$ cat src/elb_pkg.sv
package elb_pkg;

  // ==========================================================================
  // Widths and geometry
  // ==========================================================================
  localparam int ADDR_W = 20;
  localparam int DATA_W = 16;
  localparam int REG_AW = 6;
  localparam int NUM_SPACES = 8;
  localparam int SPACE_LSB = 17;
  localparam int WAIT_W = 3;

  // ==========================================================================
  // Register offsets
  // ==========================================================================
  localparam logic [5:0] REG_MODE = 6'h00;
  localparam logic [5:0] REG_STATUS = 6'h01;
  localparam logic [5:0] REG_PORT_OUT = 6'h04;
  localparam logic [5:0] REG_PORT_DIR = 6'h08;
  localparam logic [5:0] REG_PORT_PIN = 6'h0C;
  localparam logic [5:0] REG_SPACE_CFG = 6'h10;

  // ==========================================================================
  // Field positions and reset values
  // ==========================================================================
  localparam int MODE_AWAIT_BIT = 4;
  localparam int CFG_WIDE_BIT = 8;
  localparam logic [3:0] MODE_RESET = 4'h0;
  localparam logic [2:0] SPAN_MAX = 3'h7;
  localparam logic [2:0] SPAN_64K = 3'h5;
  localparam logic [7:0] PORT_RESET = 8'h00;

  typedef struct packed {
    logic valid;
    logic write;
    logic [1:0] byteEn;
    logic [ADDR_W-1:0] addr;
    logic [DATA_W-1:0] wdata;
  } elb_req_t;

  typedef struct packed {
    logic ack;
    logic err;
    logic [DATA_W-1:0] rdata;
  } elb_rsp_t;

  typedef struct packed {
    logic wide;
    logic [WAIT_W-1:0] waits;
  } elb_cfg_t;

  localparam elb_cfg_t CFG_RESET = '{wide: 1'b0, waits: 3'h7};

  typedef struct packed {
    logic [7:0] p4;
    logic [7:0] p5;
    logic [3:0] p6;
    logic [3:0] p9;
  } elb_pins_t;

  typedef enum logic [2:0] {
    ST_IDLE,
    ST_LOOKUP,
    ST_ADDR,
    ST_AWAIT,
    ST_DATA,
    ST_END
  } elb_state_t;

  // Address pins claimed by a span code, port 5 then port 6
  function automatic logic [11:0] elb_bus_mask(input logic [2:0] span);
    logic [12:0] one;
    one = 13'h0001 << {span - 3'h1, 1'b0};
    elb_bus_mask = 12'(one - 13'h0001);
  endfunction

endpackage

$ cat src/elb_cfg_mem.sv
`timescale 1ns/1ps
module elb_cfg_mem
  import elb_pkg::*;
#(
  parameter int DEPTH = 8
) (
  input wire logic ref_clk,
  input wire logic arst_n,
  input wire logic wrEn,
  input wire logic [$clog2(DEPTH)-1:0] wrAddr,
  input wire elb_cfg_t wrData,
  input wire logic [$clog2(DEPTH)-1:0] rdAddr,
  output elb_cfg_t rdData
);

  generate
    if (DEPTH < 2) begin : g_chk
      $error("elb_cfg_mem needs at least two entries");
    end
  endgenerate

  elb_cfg_t mem_q [DEPTH];
  elb_cfg_t rdData_q;

  // ==========================================================================
  // Storage, one entry per memory space
  // ==========================================================================
  always_ff @(posedge ref_clk or negedge arst_n) begin
    if (!arst_n) begin
      for (int i = 0; i < DEPTH; i++) begin
        mem_q[i] <= CFG_RESET;
      end
    end else if (wrEn) begin
      mem_q[wrAddr] <= wrData;
    end
  end

  always_ff @(posedge ref_clk or negedge arst_n) begin
    if (!arst_n) begin
      rdData_q <= CFG_RESET;
    end else begin
      rdData_q <= mem_q[rdAddr];
    end
  end

  assign rdData = rdData_q;

endmodule

$ cat src/elb_local_bus.sv
// The address-and-strobe port and the register addresses were left to the implementer.
`timescale 1ns/1ps
// Overview of operation
// [RULE1] External bus reaches a memory and I/O space of up to one megabyte.
// [RULE2] External space selectable in seven steps, 256 bytes up to 1M bytes.
// [RULE3] Mode field chooses general-purpose ports or external bus pin functions.
// [RULE4] In expansion mode port 4 carries multiplexed address/data low byte.
// [RULE5] Port 9 bits 0..3 give read, low write, high write, address strobe.
// [RULE6] Port 5 bus pins output address bits 8 to 15.
// [RULE7] Port 5 and 6 pins outside the selected space stay general-purpose.
// [RULE8] Each step adds two address pins, ending with lines 16-19.
// [RULE9] Software selects at least 64K when any space uses 16-bit width.
// [RULE10] One megabyte split into eight spaces, each with own wait and width.
// [RULE11] Programmable per-space wait states while read or write strobe active.
// [RULE12] Address wait option lengthens the address strobe for every space.
// [RULE13] Each space independently uses an 8-bit or 16-bit data bus.
// [RULE14] External logic latches low address on address strobe, decodes upper lines.
// [RULE15] 16-bit space: low strobe for even byte, high for odd, both for word.
module elb_local_bus
  import elb_pkg::*;
(
  input wire logic ref_clk,
  input wire logic arst_n,
  input wire logic [REG_AW-1:0] regAddr,
  input wire logic [DATA_W-1:0] regWdata,
  input wire logic regWr,
  input wire logic regRd,
  output logic [DATA_W-1:0] regRdata,
  input wire elb_req_t req,
  output logic reqReady,
  output elb_rsp_t rsp,
  input wire elb_pins_t pinIn,
  output elb_pins_t pinOut,
  output elb_pins_t pinOe
);

  // ==========================================================================
  // Declarations
  // ==========================================================================
  elb_state_t state_q;
  elb_state_t state_d;
  logic [3:0] modeField_q;
  logic addrWait_q;
  logic [7:0] portOut_q [4];
  logic [7:0] portDir_q [4];
  elb_pins_t pinMeta_q;
  elb_pins_t pinSync_q;
  elb_pins_t pinOut_q;
  elb_pins_t pinOe_q;
  elb_pins_t pinOut_d;
  elb_pins_t pinOe_d;
  elb_req_t curReq_q;
  elb_cfg_t curCfg_q;
  elb_cfg_t cfgRd;
  logic [WAIT_W-1:0] waitCnt_q;
  logic laneHi_q;
  logic [DATA_W-1:0] rdAcc_q;
  logic [DATA_W-1:0] regRdata_q;
  logic reqReady_q;
  elb_rsp_t rsp_q;
  logic [2:0] lastSpace_q;
  logic expOn;
  logic [2:0] spanCode;
  logic [11:0] busMask;
  logic [ADDR_W-1:0] busAddr;
  logic secondPhase;
  logic isWrite;
  logic cfgWr;
  logic [2:0] cfgRaddr;
  logic [11:0] gpioHiOut;
  logic [11:0] gpioHiOe;

  // ==========================================================================
  // Mode decode
  // ==========================================================================
  assign expOn = (modeField_q != MODE_RESET); // RULE3
  // Codes above seven behave as the full megabyte
  assign spanCode = (modeField_q > {1'b0, SPAN_MAX}) ? SPAN_MAX : modeField_q[2:0]; // RULE2
  assign busMask = elb_bus_mask(spanCode); // RULE8
  assign isWrite = curReq_q.write;
  // Wide spaces put the odd byte on the high lane; narrow ones step lanes
  assign busAddr = {curReq_q.addr[ADDR_W-1:1],
                    curCfg_q.wide ? (curReq_q.byteEn == 2'b10) : laneHi_q}; // RULE1
  assign secondPhase = !curCfg_q.wide && (curReq_q.byteEn == 2'b11) && !laneHi_q; // RULE13

  // ==========================================================================
  // Per-space configuration table
  // ==========================================================================
  assign cfgWr = regWr && (regAddr[5:3] == REG_SPACE_CFG[5:3]);
  assign cfgRaddr = (state_q == ST_IDLE) ? req.addr[SPACE_LSB+2:SPACE_LSB]
                                         : curReq_q.addr[SPACE_LSB+2:SPACE_LSB]; // RULE10

  elb_cfg_mem #(
    .DEPTH(NUM_SPACES)
  ) u_cfg (
    .ref_clk(ref_clk),
    .arst_n(arst_n),
    .wrEn(cfgWr),
    .wrAddr(regAddr[2:0]),
    .wrData('{wide: regWdata[CFG_WIDE_BIT], waits: regWdata[WAIT_W-1:0]}),
    .rdAddr(cfgRaddr),
    .rdData(cfgRd)
  );

  // ==========================================================================
  // Register writes
  // ==========================================================================
  always_ff @(posedge ref_clk or negedge arst_n) begin
    if (!arst_n) begin
      modeField_q <= MODE_RESET;
      addrWait_q <= 1'b0;
      for (int i = 0; i < 4; i++) begin
        portOut_q[i] <= PORT_RESET;
        portDir_q[i] <= PORT_RESET;
      end
    end else if (regWr) begin
      if (regAddr == REG_MODE) begin
        modeField_q <= regWdata[3:0];
        addrWait_q <= regWdata[MODE_AWAIT_BIT]; // RULE12
      end else if (regAddr[5:2] == REG_PORT_OUT[5:2]) begin
        portOut_q[regAddr[1:0]] <= regWdata[7:0];
      end else if (regAddr[5:2] == REG_PORT_DIR[5:2]) begin
        portDir_q[regAddr[1:0]] <= regWdata[7:0];
      end
    end
  end

  // ==========================================================================
  // Register reads
  // ==========================================================================
  always_ff @(posedge ref_clk or negedge arst_n) begin
    if (!arst_n) begin
      regRdata_q <= '0;
    end else if (regRd) begin
      if (regAddr == REG_MODE) begin
        regRdata_q <= {11'h000, addrWait_q, modeField_q};
      end else if (regAddr == REG_STATUS) begin
        regRdata_q <= {9'h000, lastSpace_q, state_q, (state_q != ST_IDLE)};
      end else if (regAddr[5:2] == REG_PORT_OUT[5:2]) begin
        regRdata_q <= {8'h00, portOut_q[regAddr[1:0]]};
      end else if (regAddr[5:2] == REG_PORT_DIR[5:2]) begin
        regRdata_q <= {8'h00, portDir_q[regAddr[1:0]]};
      end else if (regAddr == REG_PORT_PIN) begin
        regRdata_q <= {8'h00, pinSync_q.p4};
      end else if (regAddr == REG_PORT_PIN + 6'h01) begin
        regRdata_q <= {8'h00, pinSync_q.p5};
      end else if (regAddr == REG_PORT_PIN + 6'h02) begin
        regRdata_q <= {12'h000, pinSync_q.p6};
      end else if (regAddr == REG_PORT_PIN + 6'h03) begin
        regRdata_q <= {12'h000, pinSync_q.p9};
      end else begin
        regRdata_q <= '0;
      end
    end
  end

  // ==========================================================================
  // Pin input synchroniser
  // ==========================================================================
  always_ff @(posedge ref_clk or negedge arst_n) begin
    if (!arst_n) begin
      pinMeta_q <= '0;
      pinSync_q <= '0;
    end else begin
      pinMeta_q <= pinIn;
      pinSync_q <= pinMeta_q;
    end
  end

  // ==========================================================================
  // Bus cycle sequencer
  // ==========================================================================
  always_comb begin
    state_d = state_q;
    case (state_q)
      ST_IDLE: begin
        if (req.valid && expOn) begin
          state_d = ST_LOOKUP;
        end
      end
      ST_LOOKUP: begin
        state_d = ST_ADDR;
      end
      ST_ADDR: begin
        state_d = addrWait_q ? ST_AWAIT : ST_DATA; // RULE12
      end
      ST_AWAIT: begin
        state_d = ST_DATA;
      end
      ST_DATA: begin
        if (waitCnt_q == '0) begin
          state_d = ST_END; // RULE11
        end
      end
      ST_END: begin
        state_d = secondPhase ? ST_ADDR : ST_IDLE; // RULE13
      end
      default: begin
        state_d = ST_IDLE;
      end
    endcase
  end

  always_ff @(posedge ref_clk or negedge arst_n) begin
    if (!arst_n) begin
      state_q <= ST_IDLE;
      reqReady_q <= 1'b0;
    end else begin
      state_q <= state_d;
      reqReady_q <= (state_d == ST_IDLE);
    end
  end

  // Transfer context, lane stepping and wait counting
  always_ff @(posedge ref_clk or negedge arst_n) begin
    if (!arst_n) begin
      curReq_q <= '0;
      curCfg_q <= CFG_RESET;
      waitCnt_q <= '0;
      laneHi_q <= 1'b0;
      lastSpace_q <= '0;
    end else begin
      case (state_q)
        ST_IDLE: begin
          if (req.valid && expOn) begin
            curReq_q <= req;
            laneHi_q <= !req.byteEn[0];
            lastSpace_q <= cfgRaddr;
          end
        end
        ST_LOOKUP: begin
          curCfg_q <= cfgRd; // RULE10
        end
        ST_ADDR: begin
          waitCnt_q <= curCfg_q.waits; // RULE11
        end
        ST_DATA: begin
          if (waitCnt_q != '0) begin
            waitCnt_q <= waitCnt_q - 3'h1;
          end
        end
        ST_END: begin
          if (secondPhase) begin
            laneHi_q <= 1'b1;
          end
        end
        default: begin
        end
      endcase
    end
  end

  // Read data capture on the last strobe cycle
  always_ff @(posedge ref_clk or negedge arst_n) begin
    if (!arst_n) begin
      rdAcc_q <= '0;
    end else if (state_q == ST_IDLE) begin
      rdAcc_q <= '0;
    end else if (state_q == ST_DATA && waitCnt_q == '0 && !isWrite) begin
      if (curCfg_q.wide) begin
        rdAcc_q <= {pinSync_q.p5, pinSync_q.p4}; // RULE13
      end else if (laneHi_q) begin
        rdAcc_q[15:8] <= pinSync_q.p4;
      end else begin
        rdAcc_q[7:0] <= pinSync_q.p4;
      end
    end
  end

  // Answer to the requester
  always_ff @(posedge ref_clk or negedge arst_n) begin
    if (!arst_n) begin
      rsp_q <= '0;
    end else begin
      rsp_q.ack <= 1'b0;
      rsp_q.err <= 1'b0;
      if (state_q == ST_IDLE && req.valid && !expOn) begin
        rsp_q.ack <= 1'b1;
        rsp_q.err <= 1'b1;
        rsp_q.rdata <= '0;
      end else if (state_q == ST_END && !secondPhase) begin
        rsp_q.ack <= 1'b1;
        rsp_q.rdata <= isWrite ? '0 : rdAcc_q;
      end
    end
  end

  // ==========================================================================
  // Pin function multiplexing
  // ==========================================================================
  assign gpioHiOut = {portOut_q[2][3:0], portOut_q[1]};
  assign gpioHiOe = {portDir_q[2][3:0], portDir_q[1]};

  always_comb begin
    pinOut_d.p4 = portOut_q[0];
    pinOe_d.p4 = portDir_q[0];
    {pinOut_d.p6, pinOut_d.p5} = gpioHiOut;
    {pinOe_d.p6, pinOe_d.p5} = gpioHiOe;
    pinOut_d.p9 = portOut_q[3][3:0];
    pinOe_d.p9 = portDir_q[3][3:0];
    if (expOn) begin
      // Unclaimed high pins keep their port function
      {pinOut_d.p6, pinOut_d.p5} = (busMask & busAddr[19:8]) | (~busMask & gpioHiOut); // RULE7
      {pinOe_d.p6, pinOe_d.p5} = busMask | gpioHiOe; // RULE6
      pinOe_d.p4 = 8'h00;
      if (state_q == ST_ADDR || state_q == ST_AWAIT) begin
        pinOut_d.p4 = busAddr[7:0]; // RULE4
        pinOe_d.p4 = 8'hFF;
      end else if (state_q == ST_DATA && isWrite) begin
        pinOut_d.p4 = (!curCfg_q.wide && laneHi_q) ? curReq_q.wdata[15:8]
                                                  : curReq_q.wdata[7:0];
        pinOe_d.p4 = 8'hFF;
      end
      // Wide data phase turns port 5 into the upper data lane
      if (state_q == ST_DATA && curCfg_q.wide) begin
        pinOut_d.p5 = curReq_q.wdata[15:8];
        pinOe_d.p5 = isWrite ? 8'hFF : 8'h00;
      end
      pinOe_d.p9 = 4'hF;
      pinOut_d.p9[0] = !(state_q == ST_DATA && !isWrite); // RULE5
      pinOut_d.p9[1] = !(state_q == ST_DATA && isWrite
                         && (!curCfg_q.wide || curReq_q.byteEn[0])); // RULE15
      pinOut_d.p9[2] = !(state_q == ST_DATA && isWrite
                         && curCfg_q.wide && curReq_q.byteEn[1]); // RULE15
      pinOut_d.p9[3] = (state_q == ST_ADDR || state_q == ST_AWAIT); // RULE12
    end
  end

  always_ff @(posedge ref_clk or negedge arst_n) begin
    if (!arst_n) begin
      pinOut_q <= '0;
      pinOe_q <= '0;
    end else begin
      pinOut_q <= pinOut_d;
      pinOe_q <= pinOe_d;
    end
  end

  assign pinOut = pinOut_q;
  assign pinOe = pinOe_q;
  assign regRdata = regRdata_q;
  assign reqReady = reqReady_q;
  assign rsp = rsp_q;

  logic [3:0] rdLowLen_q;

  always_ff @(posedge ref_clk or negedge arst_n) begin
    if (!arst_n) begin
      rdLowLen_q <= '0;
    end else if (!pinOut_q.p9[0]) begin
      rdLowLen_q <= rdLowLen_q + 4'h1;
    end else begin
      rdLowLen_q <= '0;
    end
  end
endmodule

$ cat config.mk
export PLATFORM = sky130hd
export DESIGN_NAME = elb_local_bus
export DESIGN_NICKNAME = d
export VERILOG_FILES = /design/src/elb_pkg.sv /design/src/elb_cfg_mem.sv /design/src/elb_local_bus.sv
export SDC_FILE = /design/constraint.sdc
export NUM_CORES = 1
export LEC_CHECK = 0
export BUFFER_PORTS_ARGS = -buffer_cell sky130_fd_sc_hd__buf_2
export CAP_MARGIN = 5
export CORE_MARGIN = 1.5
export CORE_UTILIZATION = 57
export DETAILED_ROUTE_END_ITERATION = 16
export MAX_ROUTING_LAYER = met4
export PLACE_DENSITY = 0.79
export SLEW_MARGIN = 10
export SYNTH_ARGS = -nofsm -noshare
export SYNTH_HDL_FRONTEND = slang
export SYNTH_SLANG_ARGS = --single-unit
$ cat constraint.sdc
create_clock -name ref_clk -period 4.4 [get_ports ref_clk]
set_input_delay 0 -clock ref_clk [delete_from_list [all_inputs] [get_ports ref_clk]]
set_output_delay 0 -clock ref_clk [all_outputs]
set_load 0.02 [all_outputs]
Yosys cells after proc, flatten, opt, wreduce, memory -nomap -nowiden
Cells that the tools add are included.

Register bits: 305.

Equality and inequality tests: 19. Magnitude comparators: 6. Bitwise logic cells: 10. Shift-type cells: 1. Multiplexer cells: 58. Add/sub/neg operators: 3. Reduce and logical (&&, ||, !) cells: 49.

Operators with widths (number): 2-to-1 mux 8 bit (21); bitwise mux 32 bit (3); 2-to-1 mux 16 bit (6); 2-to-1 mux 24 bit (2); binary-select mux 8 bit (select 2 bit) (2); bitwise AND 12 bit (2); == test 6 x 4 -> 1 bit (second input constant) (4); bitwise OR 12 bit (2); 2-to-1 mux 4 bit (5); logical AND 1 bit (18); 2-to-1 mux 3 bit (6); one-hot mux 3 bit (6 select lines) (1); demux 8 bit (select 2 bit) (1); binary-select mux 4 bit (select 3 bit) (1); demux 4 bit (select 3 bit) (1); inverter 12 bit (1); left shift 1 x 4 -> 12 bit (first input constant) (1); subtractor 12 x 1 -> 12 bit (second input constant) (1); AND reduction 2 bit (5); == test 3 x 2 -> 1 bit (second input constant) (3); logical NOT 1 bit (9); logical NOT 3 bit (3); nonzero test 3 bit (3); >= comparator 4 bit (second input constant) (2); other kinds (26) (43).

Longest topological paths before layout
Depth after elaboration: 10. Mapped depth: 12.

By module
Synthesis repeated with hierarchy kept, for this count alone.

Cells, all modules: 1025. Area total of the unflattened synthesis: 12719.7 um^2.

By module, submodules not included: elb_local_bus (cells an instance 935, times used 1, area an instance 11060.6 um^2); elb_cfg_mem (cells an instance 90, times used 1, area an instance 1659.1 um^2).

Least setup slack after synthesis
OpenSTA, ideal clock, no wires.

Path type: reg2reg. Start point: reg modeField_q[0]. End point: reg pinOut_q, in the netlist pinOut[12]. Path slack: 1120 ps. Stages on the path, launching flop included: 10. Arrival time: 3154 ps. Data required time: 4274 ps. Path buffers: 1. Library setup time: 126 ps. Path through: dfrtp_1 -> clkbuf_1 -> or3_1 -> inv_1 -> ha_1 -> or4b_2 -> ha_1 -> or3_1 -> and2_1 -> a311o_1.

RTL lines: start: declaration (line elb_local_bus.sv:42) `logic [3:0] modeField_q;`; start signal: assignment (line elb_local_bus.sv:118) `modeField_q <= regWdata[3:0];`; end signal: assignment (line elb_local_bus.sv:334) `pinOut_q <= pinOut_d;`; end: declaration (line elb_local_bus.sv:48) `elb_pins_t pinOut_q;`.

==> impl_metrics.tcl <==
set metrics [dict create \
    die_area_um2 23010 \
    cts_tree "yes" \
    max_slew_margin_pct 23.32 \
    initialDrtViolationCount 744 \
    finalSetupViolations 0 \
    power_density_nw_per_um2 577.7 \
    drcViolationCount 0 \
    clk_pin_slew_worst_paths_ns 0.07 \
    netlist_top_cells_count "dfrtp_1, nand2_1, mux2_2, o21ai_0, clkbuf_1" \
    finalCriticalPeriod_ns 3.618 \
    reg2reg_slack_ns 0.78 \
    core-area_um2 21760 \
    start_util_pct 57.94 \
    fp.dieW_um 151.7 \
    pin_count 173 \
    cts_made_buffers 30 \
    grt_pass1_vias 9268 \
    whs_ns 0.05403 \
    setup_tns_ns 0 \
    synth_warnings 0 \
    cp.arrival_ns 4.06 \
    num_vias 9083 \
    ir_worst_vdd_uv 350.3 \
    rows 54 \
    htreeDepth 1 \
    area_growth_pct 22.12 \
    place_ws_ns 0.8305 \
    post-cts-setup-buffers 0 \
    reg2reg_to "pinOut[12]$_DFF_PN0_" \
    worst_pin_slew_ns 1.141 \
    critical_path.startpoint_type "flop" \
    clkSinkCount 296 \
    rr_worst_depth 8 \
    rsz0062_at_grt "false" \
    synth.most_common_cell "dfrtp_1" \
    min_period_over_period_pct 82.22 \
    synth-edff-count 0 \
    netlist.area_leader.share_pct 52.81 \
    fill_cells 1448 \
    syn_avg_cell_area_um2 12.33 \
    required_ns 4.84 \
    cp-endpoint "pinOut[12]$_DFF_PN0_" \
    post-dp-hpwl_um 20830 \
    grt_pass1_wl_um 50940 \
    place_congestion 0.9231 \
    grtUsageTotal_pct 30.21 \
    nets 1335 \
    fmax_ghz 0.2764 \
    critical_path_class "flop to flop" \
    clock_path_buffers 3 \
    status "finished clean" \
    ys.flop_type "dfrtp_1" \
    netlist_area_um2 12600 \
    setup.worst_path.end_class "flop" \
    skew_ns 0.01290 \
    synth_area_leaders "dfrtp_1, mux2_2, dfstp_2" \
    port_buffers 156 \
    grt_antenna_before_repair 1 \
    first_pass_iters 6 \
    grt_max_degree 118 \
    die_y_um 151.7 \
    synth_cell_types 62 \
    hold_class "primary input to flop" \
    vias_per_cell 5.887 \
    routedWlPerCell_um 21.40 \
    insertion_delay_ns 0.55 \
    ant_nets 0 \
    setup_ws_ns 0.7825 \
    startpoint "modeField_q[3]$_DFFE_PN0P_" \
    worstPathMaxFanout 15 \
    wirelength_um 33020 \
    p_leak_nw 7.348 \
    total_power_mw 8.893 \
    root_buffer "clkbuf_16" \
    synth-seq-area-share_pct 59.06 \
    synth-seq-cells 296 \
    final_layout_size_suffix_gt1_share_pct 33.12 \
    reg2reg_from "modeField_q[3]$_DFFE_PN0P_" \
    yosys.area.top_type "dfrtp_1" \
    async_reset_ff_share_pct 100.0 \
    slew_violations 0 \
    synthCells 1022 \
    grt-ovfl-total 0 \
    hold_viol 0 \
    cap_violations 0 \
]
==> cell type report <==
| type | instances | area [µm²] | share of cell area [%] |
|---|---|---|---|
| Timing Repair Buffer | 248 | 1697 | 11.02 |
| Tap cell | 280 | 350.3 | 2.276 |
| Clock inverter | 10 | 155.1 | 1.008 |
| Antenna cell | 1 | 2.502 | 0.01626 |
| Sequential cell | 296 | 7445 | 48.37 |
| Multi-Input combinational cell | 643 | 4780 | 31.05 |
| Inverter | 21 | 78.83 | 0.5121 |
| Clock buffer | 44 | 884.6 | 5.747 |
==> layer usage <==
layer,part of all wire [%],track usage (%)
met1,41,41.33
met3,8.5,5.988
met5,0,-
met4,2.6,8.221
met2,48,46.63
==> layout by cell type, fill, tap and decap left out, types with 6 or more instances in the layout <==
cell,count
mux4_2,24
conb_1,8
a22o_1,16
nor2_1,33
o21ai_0,43
inv_1,21
nand2b_1,14
buf_2,155
clkbuf_1,7
dfrtp_1,266
nor3_1,13
o22ai_1,15
a2bb2oi_1,10
and3_1,8
mux2_2,132
a211oi_1,9
mux2i_1,7
a21oi_1,15
nand3_1,21
nand2_1,166
a31oi_1,7
nor2b_1,9
a21o_1,10
dfstp_2,30
clkbuf_16,31
clkbuf_8,6
dlygate4sd3_1,81
buf_4,10
==> sequential cells by signal, summed over array words and instances (netlist names), 4 cells and up <==
name	flops
busAddr	19
curCfg_q	4
curReq_q	18
gpioHiOe	12
gpioHiOut	12
modeField_q	4
pinMeta_q	24
pinOe	24
pinOut	24
pinSync_q	24
portDir_q	20
portOut_q	20
rdAcc_q	16
regRdata	8
rsp	18
u_cfg.mem_q	32
u_cfg.rdData	4
==> power breakdown <==
part           total (mW)  switching [mW]  internal [mW]
registers            3.82           0.455           3.36
logic                2.41            1.42          0.989
clock network        2.67            1.05           1.62
total                8.89            2.92           5.97
==> through the flow <==
stage	std cells	cell area, µm²	util [%]
floorplan	1029	12630	-
global placement	1407	13540	62.23
detailed placement	1407	13540	62.23
CTS	1542	15390	70.74
global route	1543	15390	70.75
finish	1543	15390	70.75
==> worst min-delay path by stage <==
stage / start / endpoint / slack [ns] / depth (start not counted)
finish: regWr / modeField_q[2]$_DFFE_PN0P_ / 0.05 / 3
global route: regWr / modeField_q[2]$_DFFE_PN0P_ / 0.04 / 3
CTS: regWr / modeField_q[2]$_DFFE_PN0P_ / 0.02 / 3
detailed placement: arst_n / rsp[17]$_DFF_PN0_ / 0.1 / 1
global placement: arst_n / rsp[17]$_DFF_PN0_ / 0.09 / 1
floorplan: arst_n / addrWait_q$_DFFE_PN0P_ / -0.30 / 0
==> cell families (layout without fill, tap and decap cells) <==
logic type,Yosys count,after routing,share of synthesized area (%)
AOI/OAI and AO/OA,151,151,8.001
xor gates and xnor gates,1,1,0.06950
adders and majority gates,5,5,0.4963
buffers and inverters,90,323,3.226
DFF,296,296,59.06
muxes,164,164,16.76
other,1,9,0.02975
and+or+nand+nor,314,314,12.36
==> what timing repair did <==
action                    4_1_cts  5_1_grt
gates resized for setup         0        0
hold endpoints to repair      273        0
hold buffers                   81        0
==> critical path, stage by stage (launching register included) <==
cell	delay [ns]
dfrtp_1	0.54
or3_1	0.47
inv_1	0.13
ha_1	0.39
or4b_2	0.76
ha_1	0.28
or3_1	0.39
and2_1	0.18
a311o_1	0.35
(Power assumes the default switching activity.)
